<file path="src/core/psfra_consts.vh">
// constants for the packed simd / floating-point register alias file
`ifndef PSFRA_CONSTS_VH
`define PSFRA_CONSTS_VH
`define PSFRA_NREG 8
`define PSFRA_IDX_W 3
`define PSFRA_REG_W 80
`define PSFRA_PK_W 64
`define PSFRA_EXP_LSB 64
`define PSFRA_EXP_MSB 79
`define PSFRA_TOS_LSB 11
`define PSFRA_TOS_MSB 13
`define PSFRA_TAG_VALID 2'h0
`define PSFRA_TAG_ZERO 2'h1
`define PSFRA_TAG_SPECIAL 2'h2
`define PSFRA_TAG_EMPTY 2'h3
`define PSFRA_TOS_ZERO 3'h0
`define PSFRA_EXP_ONES 16'hffff
`define PSFRA_EXP_ALL1 15'h7fff
`define PSFRA_EXP_ZERO 15'h0000
`define PSFRA_BEXP_MSB 78
`define PSFRA_JBIT 63
`define PSFRA_SW_RST 16'h0000
`define PSFRA_TW_RST 16'hffff
// operation codes from the pipeline
`define PSFRA_OP_NONE 4'h0
`define PSFRA_OP_PK_RD 4'h1
`define PSFRA_OP_PK_WR 4'h2
`define PSFRA_OP_PK_CLR 4'h3
`define PSFRA_OP_FP_WR 4'h4
`define PSFRA_OP_FP_FREE 4'h5
`define PSFRA_OP_FP_RD 4'h6
`define PSFRA_OP_SAVE 4'h7
`define PSFRA_OP_RESTORE 4'h8
`endif

</file>
<file path="src/core/psfra_regfile.v">
// aliased packed-integer / floating-point register file with tag and stack-top handling
//
// Summary of operation
// RULE_01 - emulation flag set: packed instruction gives invalid-opcode fault, never executes
// RULE_02 - emulation clear: executes if task-switched 0, else device-absent fault
// RULE_03 - eight 64-bit packed registers are low bits of fp registers 0..7
// RULE_04 - packed register n always maps to physical register n, ignoring stack top
// RULE_05 - packed writes show in fp low 64 bits, and fp writes in packed reads
// RULE_06 - packed write sets bits 64..79 to ones; packed read leaves them
// RULE_07 - packed instructions other than state clear set all tags valid
// RULE_08 - state clear sets all tags empty, leaving register data unchanged
// RULE_09 - every packed instruction forces stack-top field to zero
// RULE_10 - packed instructions keep other status bits and fp control state
// RULE_11 - tags never influence packed register contents or packed execution
// RULE_12 - save group reports each register class as tag: empty/nonzero/zero/special
// RULE_13 - after a save group instruction all live tags become empty
// RULE_14 - restore: stored empty stays empty, others classified from restored value; code writes no register data and classifies current contents
// RULE_15 - ordinary fp instructions update only the modified register tag
// RULE_16 - one 80-bit array holds both views, no coherence logic
`timescale 1ns/1ps
`include "psfra_consts.vh"

module psfra_regfile #(
  parameter NREG = `PSFRA_NREG
) (
  // clock and reset
  input wire i_ref_clk,
  input wire i_srst,
  // machine control flags
  input wire i_emulation_flag,
  input wire i_task_switched_flag,
  // operation request
  input wire i_op_valid,
  input wire [3:0] i_op_code,
  input wire [`PSFRA_IDX_W-1:0] i_op_idx,
  input wire [`PSFRA_REG_W-1:0] i_op_data,
  input wire [15:0] i_op_mem_tags,
  input wire [15:0] i_op_status,
  // results
  output reg o_done,
  output reg o_invalid_opcode_fault,
  output reg o_device_absent_fault,
  output reg [`PSFRA_PK_W-1:0] o_packed_data,
  output reg [`PSFRA_REG_W-1:0] o_fp_data,
  output reg [15:0] o_saved_tags,
  output reg [15:0] o_tag_word,
  output reg [15:0] o_status_word
);

  // ***************************************
  // operation decode
  // ***************************************
  wire is_pk_rd;
  wire is_pk_wr;
  wire is_pk_clr;
  wire is_fp_wr;
  wire is_fp_free;
  wire is_fp_rd;
  wire is_save;
  wire is_restore;
  wire is_pk;

  assign is_pk_rd = (i_op_code == `PSFRA_OP_PK_RD);
  assign is_pk_wr = (i_op_code == `PSFRA_OP_PK_WR);
  assign is_pk_clr = (i_op_code == `PSFRA_OP_PK_CLR);
  assign is_fp_wr = (i_op_code == `PSFRA_OP_FP_WR);
  assign is_fp_free = (i_op_code == `PSFRA_OP_FP_FREE);
  assign is_fp_rd = (i_op_code == `PSFRA_OP_FP_RD);
  assign is_save = (i_op_code == `PSFRA_OP_SAVE);
  assign is_restore = (i_op_code == `PSFRA_OP_RESTORE);
  assign is_pk = is_pk_rd || is_pk_wr || is_pk_clr;

  // ***************************************
  // request gating
  // ***************************************
  wire refuse_ud;
  wire refuse_nm;
  wire run;

  // RULE_01 emulation fault wins
  assign refuse_ud = i_op_valid && is_pk && i_emulation_flag;
  // RULE_02 task-switched fault
  assign refuse_nm = i_op_valid && is_pk && !i_emulation_flag && i_task_switched_flag;
  // a refused request changes no state at all
  assign run = i_op_valid && !refuse_ud && !refuse_nm;

  // ***************************************
  // storage
  // ***************************************
  // RULE_16 single array
  reg [`PSFRA_REG_W-1:0] regs_r [0:NREG-1];
  reg [15:0] tag_r;
  reg [15:0] sw_r;
  integer r;

  // ***************************************
  // next values
  // ***************************************
  reg [15:0] tag_nxt;
  reg [15:0] sw_nxt;
  reg wr_en_nxt;
  reg [`PSFRA_REG_W-1:0] wr_data_nxt;
  reg [15:0] save_cls;
  reg [15:0] rst_cls;
  integer k;

  // ***************************************
  // whole-word tag patterns
  // ***************************************
  wire [15:0] all_valid;
  wire [15:0] all_empty;
  assign all_valid = {NREG{`PSFRA_TAG_VALID}};
  assign all_empty = {NREG{`PSFRA_TAG_EMPTY}};

  // ***************************************
  // classification of every register
  // ***************************************
  wire [15:0] reg_cls;
  genvar g;
  generate
    for (g = 0; g < NREG; g = g + 1) begin : g_cls
      psfra_class_unit i_psfra_class_unit (
        .i_value(regs_r[g]),
        .o_class(reg_cls[2*g +: 2])
      );
    end
  endgenerate

  always @* begin
    save_cls = 16'h0000;
    rst_cls = 16'h0000;
    for (k = 0; k < NREG; k = k + 1) begin
      // RULE_12 empty stays empty
      if (tag_r[2*k +: 2] == `PSFRA_TAG_EMPTY) begin
        save_cls[2*k +: 2] = `PSFRA_TAG_EMPTY;
      end else begin
        save_cls[2*k +: 2] = reg_cls[2*k +: 2];
      end
      // RULE_14 stored empty wins
      if (i_op_mem_tags[2*k +: 2] == `PSFRA_TAG_EMPTY) begin
        rst_cls[2*k +: 2] = `PSFRA_TAG_EMPTY;
      end else begin
        rst_cls[2*k +: 2] = reg_cls[2*k +: 2];
      end
    end
  end

  // ***************************************
  // next state
  // ***************************************
  always @* begin
    tag_nxt = tag_r;
    sw_nxt = sw_r;
    wr_en_nxt = 1'b0;
    wr_data_nxt = i_op_data;
    if (run) begin
      // RULE_09 RULE_10 stack top only
      if (is_pk) begin
        sw_nxt[`PSFRA_TOS_MSB:`PSFRA_TOS_LSB] = `PSFRA_TOS_ZERO;
      end
      // RULE_11 tags never steer packed ops
      case (i_op_code)
        `PSFRA_OP_PK_RD: begin
          // RULE_07 tags valid
          tag_nxt = all_valid;
        end
        `PSFRA_OP_PK_WR: begin
          // RULE_05 RULE_06 ones above data
          wr_en_nxt = 1'b1;
          wr_data_nxt = {`PSFRA_EXP_ONES, i_op_data[`PSFRA_PK_W-1:0]};
          // RULE_07 tags valid
          tag_nxt = all_valid;
        end
        `PSFRA_OP_PK_CLR: begin
          // RULE_08 tags empty, data kept
          tag_nxt = all_empty;
        end
        `PSFRA_OP_FP_WR: begin
          // RULE_05 RULE_15 full write, own tag
          wr_en_nxt = 1'b1;
          wr_data_nxt = i_op_data;
          tag_nxt[2*i_op_idx +: 2] = `PSFRA_TAG_VALID;
          sw_nxt = i_op_status;
        end
        `PSFRA_OP_FP_FREE: begin
          // RULE_15 own tag empty
          tag_nxt[2*i_op_idx +: 2] = `PSFRA_TAG_EMPTY;
          sw_nxt = i_op_status;
        end
        `PSFRA_OP_FP_RD: begin
          // plain reads leave the tags alone
          tag_nxt = tag_r;
        end
        `PSFRA_OP_SAVE: begin
          // RULE_13 tags empty after save
          tag_nxt = all_empty;
        end
        `PSFRA_OP_RESTORE: begin
          // RULE_14 derived tags
          tag_nxt = rst_cls;
          sw_nxt = i_op_status;
        end
        default: begin
          tag_nxt = tag_r;
        end
      endcase
    end
  end

  // ***************************************
  // register update
  // ***************************************
  always @(posedge i_ref_clk) begin
    if (i_srst) begin
      for (r = 0; r < NREG; r = r + 1) begin
        regs_r[r] <= {`PSFRA_REG_W{1'b0}};
      end
      tag_r <= `PSFRA_TW_RST;
      sw_r <= `PSFRA_SW_RST;
    end else begin
      // RULE_03 RULE_04 physical index only
      if (wr_en_nxt) begin
        regs_r[i_op_idx] <= wr_data_nxt;
      end
      tag_r <= tag_nxt;
      sw_r <= sw_nxt;
    end
  end

  // ***************************************
  // outputs
  // ***************************************
  always @(posedge i_ref_clk) begin
    if (i_srst) begin
      o_done <= 1'b0;
      o_invalid_opcode_fault <= 1'b0;
      o_device_absent_fault <= 1'b0;
      o_packed_data <= {`PSFRA_PK_W{1'b0}};
      o_fp_data <= {`PSFRA_REG_W{1'b0}};
      o_saved_tags <= 16'h0000;
      o_tag_word <= `PSFRA_TW_RST;
      o_status_word <= `PSFRA_SW_RST;
    end else begin
      // pulses last one cycle
      o_done <= run;
      o_invalid_opcode_fault <= refuse_ud;
      o_device_absent_fault <= refuse_nm;
      // tag and status words lag the state by one clock
      o_tag_word <= tag_r;
      o_status_word <= sw_r;
      // RULE_04 fixed index read
      if (run && is_pk_rd) begin
        o_packed_data <= regs_r[i_op_idx][`PSFRA_PK_W-1:0];
      end
      if (run && is_fp_rd) begin
        o_fp_data <= regs_r[i_op_idx];
      end
      // RULE_12 classes reported
      if (run && is_save) begin
        o_saved_tags <= save_cls;
      end
    end
  end

endmodule // psfra_regfile

// ***************************************
// class of one register value
// ***************************************
module psfra_class_unit (
  // register value
  input wire [`PSFRA_REG_W-1:0] i_value,
  // tag class
  output reg [1:0] o_class
);

  wire [14:0] bexp;
  wire jbit;
  wire [`PSFRA_PK_W-1:0] mant;
  wire exp_ones;
  wire exp_zero;

  // the sign bit never changes the class
  assign bexp = i_value[`PSFRA_BEXP_MSB:`PSFRA_EXP_LSB];
  assign jbit = i_value[`PSFRA_JBIT];
  assign mant = i_value[`PSFRA_PK_W-1:0];
  assign exp_ones = (bexp == `PSFRA_EXP_ALL1);
  assign exp_zero = (bexp == `PSFRA_EXP_ZERO);

  // RULE_12 RULE_14 class of one value
  always @* begin
    if (exp_ones) begin
      o_class = `PSFRA_TAG_SPECIAL;
    end else if (!exp_zero && !jbit) begin
      // unnormal
      o_class = `PSFRA_TAG_SPECIAL;
    end else if (exp_zero && mant != {`PSFRA_PK_W{1'b0}}) begin
      // denormal
      o_class = `PSFRA_TAG_SPECIAL;
    end else if (exp_zero) begin
      o_class = `PSFRA_TAG_ZERO;
    end else begin
      o_class = `PSFRA_TAG_VALID;
    end
  end

endmodule // psfra_class_unit

</file>
<file path="config.mk">
export PLATFORM = sky130hd
export DESIGN_NAME = psfra_regfile
export DESIGN_NICKNAME = d
export VERILOG_FILES = /design/src/core/psfra_regfile.v
export VERILOG_INCLUDE_DIRS = /design/src /design/src/core
export SDC_FILE = /design/constraint.sdc
export NUM_CORES = 1
export LEC_CHECK = 0
export ABC_AREA = 1
export BUFFER_PORTS_ARGS = -buffer_cell sky130_fd_sc_hd__buf_2
export CAP_MARGIN = 20
export CORE_MARGIN = 3
export CORE_UTILIZATION = 60
export DETAILED_ROUTE_END_ITERATION = 10
export MAX_ROUTING_LAYER = met4
export PLACE_DENSITY_LB_ADDON = 0.15
export SETUP_SLACK_MARGIN = 0.3
export SLEW_MARGIN = 10
export SYNTH_ARGS = -nofsm -noshare
export SYNTH_HDL_FRONTEND = slang
export SYNTH_SLANG_ARGS = --single-unit
export TNS_END_PERCENT = 50
</file>
<file path="constraint.sdc">
create_clock -name i_ref_clk -period 5.8 [get_ports i_ref_clk]
set_clock_uncertainty 0.2 [all_clocks]
set_input_delay 0.87 -clock i_ref_clk [delete_from_list [all_inputs] [get_ports i_ref_clk]]
set_output_delay 0.87 -clock i_ref_clk [all_outputs]
set_load 0.05 [all_outputs]
</file>
==> flow_summary.json <==
{
  "reg2reg_to": "tag_r[1]",
  "synth_fa_ha_area_share_pct": 0.0652,
  "synth_top_area_share_pct": 50.1,
  "ys_seq_elements": 867,
  "worstPathMaxFanout": 105,
  "power.leakage_nw": 16.8,
  "peakVddDrop_uv": 238,
  "syn_nets": 4286,
  "place_inst": 5130,
  "startpoint": "i_op_idx[0]",
  "synth-xor-area-share_pct": 0,
  "vias_per_cell": 5.77,
  "post-route-min-period_ns": 3.24,
  "core_sq_um": 63200,
  "power_density_nw_per_um2": 319,
  "critPathRequiredTime_ns": 6.13,
  "die_x_um": 259,
  "yosys.area.top_type": "edfxtp_1",
  "cts_buffers": 88,
  "start_kind": "input pin",
  "status": "finished clean",
  "avgSynthCellArea_sq_um": 9.22,
  "synthTopCellsByArea": "edfxtp_1 50%, nor2_1 12%, dfxtp_1 12%",
  "cts_hold_buffers": 0,
  "synth.distinct_cells": 31,
  "maxCapViolations": 0,
  "antenna_found_initial": 1,
  "grt_pass1_vias": 28500,
  "synth_top_family_by_area": "simple AND/OR/NAND/NOR gates",
  "final_nets": 4500,
  "clock.fmax_mhz": 309,
  "synth-compound-area-share_pct": 14.2,
  "post-cts-setup-buffers": 0,
  "area_growth_pct": 13.4,
  "gp_congestion": 0.897,
  "worstRegToRegCells": 12,
  "power.total_mw": 13.9,
  "die_area_sq_um": 67000,
  "arrival_ns": 3.56,
  "hold_viol": 0,
  "fin_area_sq_um": 43500,
  "postRouteAntennaNets": 0,
  "hold_path.class": "reg -> reg",
  "cts.sinks": 867,
  "cts_tree": "yes",
  "period_share_pct": 55.8,
  "start_util_pct": 60.7,
  "cts.path.max_buffers": 3,
  "yosysWarningCount": 0,
  "dp_hpwl_um": 69700,
  "drt-total-wl_um": 107000,
  "r2r-start": "regs_r[0][13]",
  "crit_type": "in -> reg",
  "syn_area_sq_um": 38400,
  "htreeDepth": 3,
  "slew_headroom_pct": 21.3,
  "dpl-instance-area_sq_um": 40600,
  "synth-seq-area-share_pct": 62.0,
  "ios": 319,
  "post-route-drc-count": 0,
  "fp.dieH_um": 259,
  "r2r_setup_slack_ns": 3.30,
  "setup-violations-final": 0,
  "post_cts_resized": 0,
  "end_kind": "flop",
  "rows": 92,
  "grt_usage_pct": 32.5,
  "root_buffer": "clkbuf_16",
  "io_buffers": 318,
  "layout-drive-gt1-share_pct": 12.1,
  "finalNonFillerCells": 5295,
  "yosys-mux-area-fraction_pct": 0,
  "grt_setup_unrepaired": "false",
  "finalSetupTns_ns": 0,
  "crit_end": "tag_r[12]",
  "grt_max_degree": 205,
  "final_core_utilization_pct": 68.8,
  "insertion_delay_ns": 0.64,
  "drtIter0Drc": 3773,
  "vias": 30500,
  "clk_pin_slew_ns": 0.06,
  "grt_pass1_wl_um": 163000,
  "drv_slew": 0,
  "grt_remaining_overflow": 0,
  "dr.pass1.iters": 6,
  "yosys.area_share.simple_pct": 17.8,
  "worstMarginPinSlew_ns": 1.18,
  "detail_route.wl_per_cell_um": 20.3,
  "syn_inst": 4160
}
metal layers:
layer  part of all wire, %  vias to the layer above  track usage, %  wire length [um]
li1                      -                    14400               -                 -
met1                    40                    14300            44.0             42700
met2                    47                     1562            51.0             50400
met3                   9.6                      241            4.37             10300
met4                   3.7                        0            11.4              3960
met5                     0                        -               -                 0
cell type report:
cell class / count / area (sq um)
Antenna cell: 1 / 2.50
Clock buffer: 126 / 2550
Clock inverter: 38 / 364
Fill cell: 4921 / 19700
Inverter: 361 / 1370
Multi-Input combinational cell: 2699 / 12500
Sequential cell: 867 / 23800
Tap cell: 846 / 1060
Timing Repair Buffer: 357 / 1930
cells by family after synthesis:
family                     Yosys count
adders and majority gates            2
and+or+nand+nor                   1759
AOI/OAI and AO/OA                  938
buffers and inverters              594
DFF                                867
worst max-delay path, stage by stage:
cell and delay (ns):
buf_8 0.39, inv_8 0.33, ha_1 0.33, ha_1 0.19
nor3_1 0.47, nand3_1 0.22, o21ai_0 0.28, a21oi_1 0.07
nor2_1 0.09, nand2_1 0.05, nand2_1 0.05, nand2_1 0.06
registers in the layout, summed over array words and instances, names as in the netlist, 16 cells and up:
signal and cells:
regs_r 640, o_fp_data 80, sw_r 16, o_status_word 16, o_saved_tags 16, o_packed_data 64
tag_r 16, o_tag_word 16
stage by stage:
step / hold slack, ns / setup WS [ns]
4_1_cts: 0.224 / 2.67
3_5_place_dp: 0.214 / 2.01
5_1_grt: 0.243 / 2.33
2_1_floorplan: 0.200 / 1.30
3_3_place_gp: 0.209 / 2.07
6_report: 0.221 / 2.56
cell usage in the layout (no fill, tap or decap), types with 4 or more instances in the layout:
master / Yosys / layout
buf_2: 37 / 317
dfxtp_1: 227 / 227
o21ai_0: 460 / 460
clkinv_2: 0 / 18
nand3_1: 54 / 53
nor2_1: 1272 / 1269
inv_2: 4 / 4
o2111ai_1: 80 / 80
clkinv_1: 1 / 5
buf_4: 0 / 36
o211ai_1: 48 / 48
nor2_4: 3 / 6
clkbuf_8: 0 / 14
a21oi_1: 218 / 218
nand2_1: 369 / 359
inv_1: 356 / 355
nand2_4: 0 / 16
clkbuf_1: 142 / 21
clkbuf_16: 0 / 91
bufinv_16: 0 / 6
nand4_1: 30 / 30
o21a_1: 128 / 128
nor3_1: 12 / 12
inv_6: 0 / 5
edfxtp_1: 640 / 640
where the power goes:
part | switching, mW | internal [mW] | total [mW]
Combinational | 0.794 | 0.268 | 1.06
Sequential | 0.163 | 6.94 | 7.10
Clock | 2.40 | 3.33 | 5.73
Total | 3.35 | 10.5 | 13.9
cell usage after synthesis (all sizes together):
library cell  instances
clkinv                1
o2111ai              80
edfxtp              640
or2                   3
nor2               1277
nand4                31
clkbuf              146
dfxtp               227
a21oi               219
inv                 360
nand3b                1
o21ai               462
o211ai               48
o21a                128
nor4                  1
ha                    2
buf                  87
nand2               378
a31oi                 1
nor3                 14
nand3                54
worst min path at each step:
stage          depth (start not counted)      from  slack (ns)                end
3_5_place_dp                           2  sw_r[11]        0.21  o_status_word[11]
3_3_place_gp                           2  sw_r[13]        0.21  o_status_word[13]
6_report                               2  sw_r[11]        0.22  o_status_word[11]
2_1_floorplan                          2  sw_r[11]        0.20  o_status_word[11]
4_1_cts                                2  sw_r[11]        0.22  o_status_word[11]
5_1_grt                                2  sw_r[11]        0.24  o_status_word[11]
No activity file was read; power rests on OpenSTA's default activity.
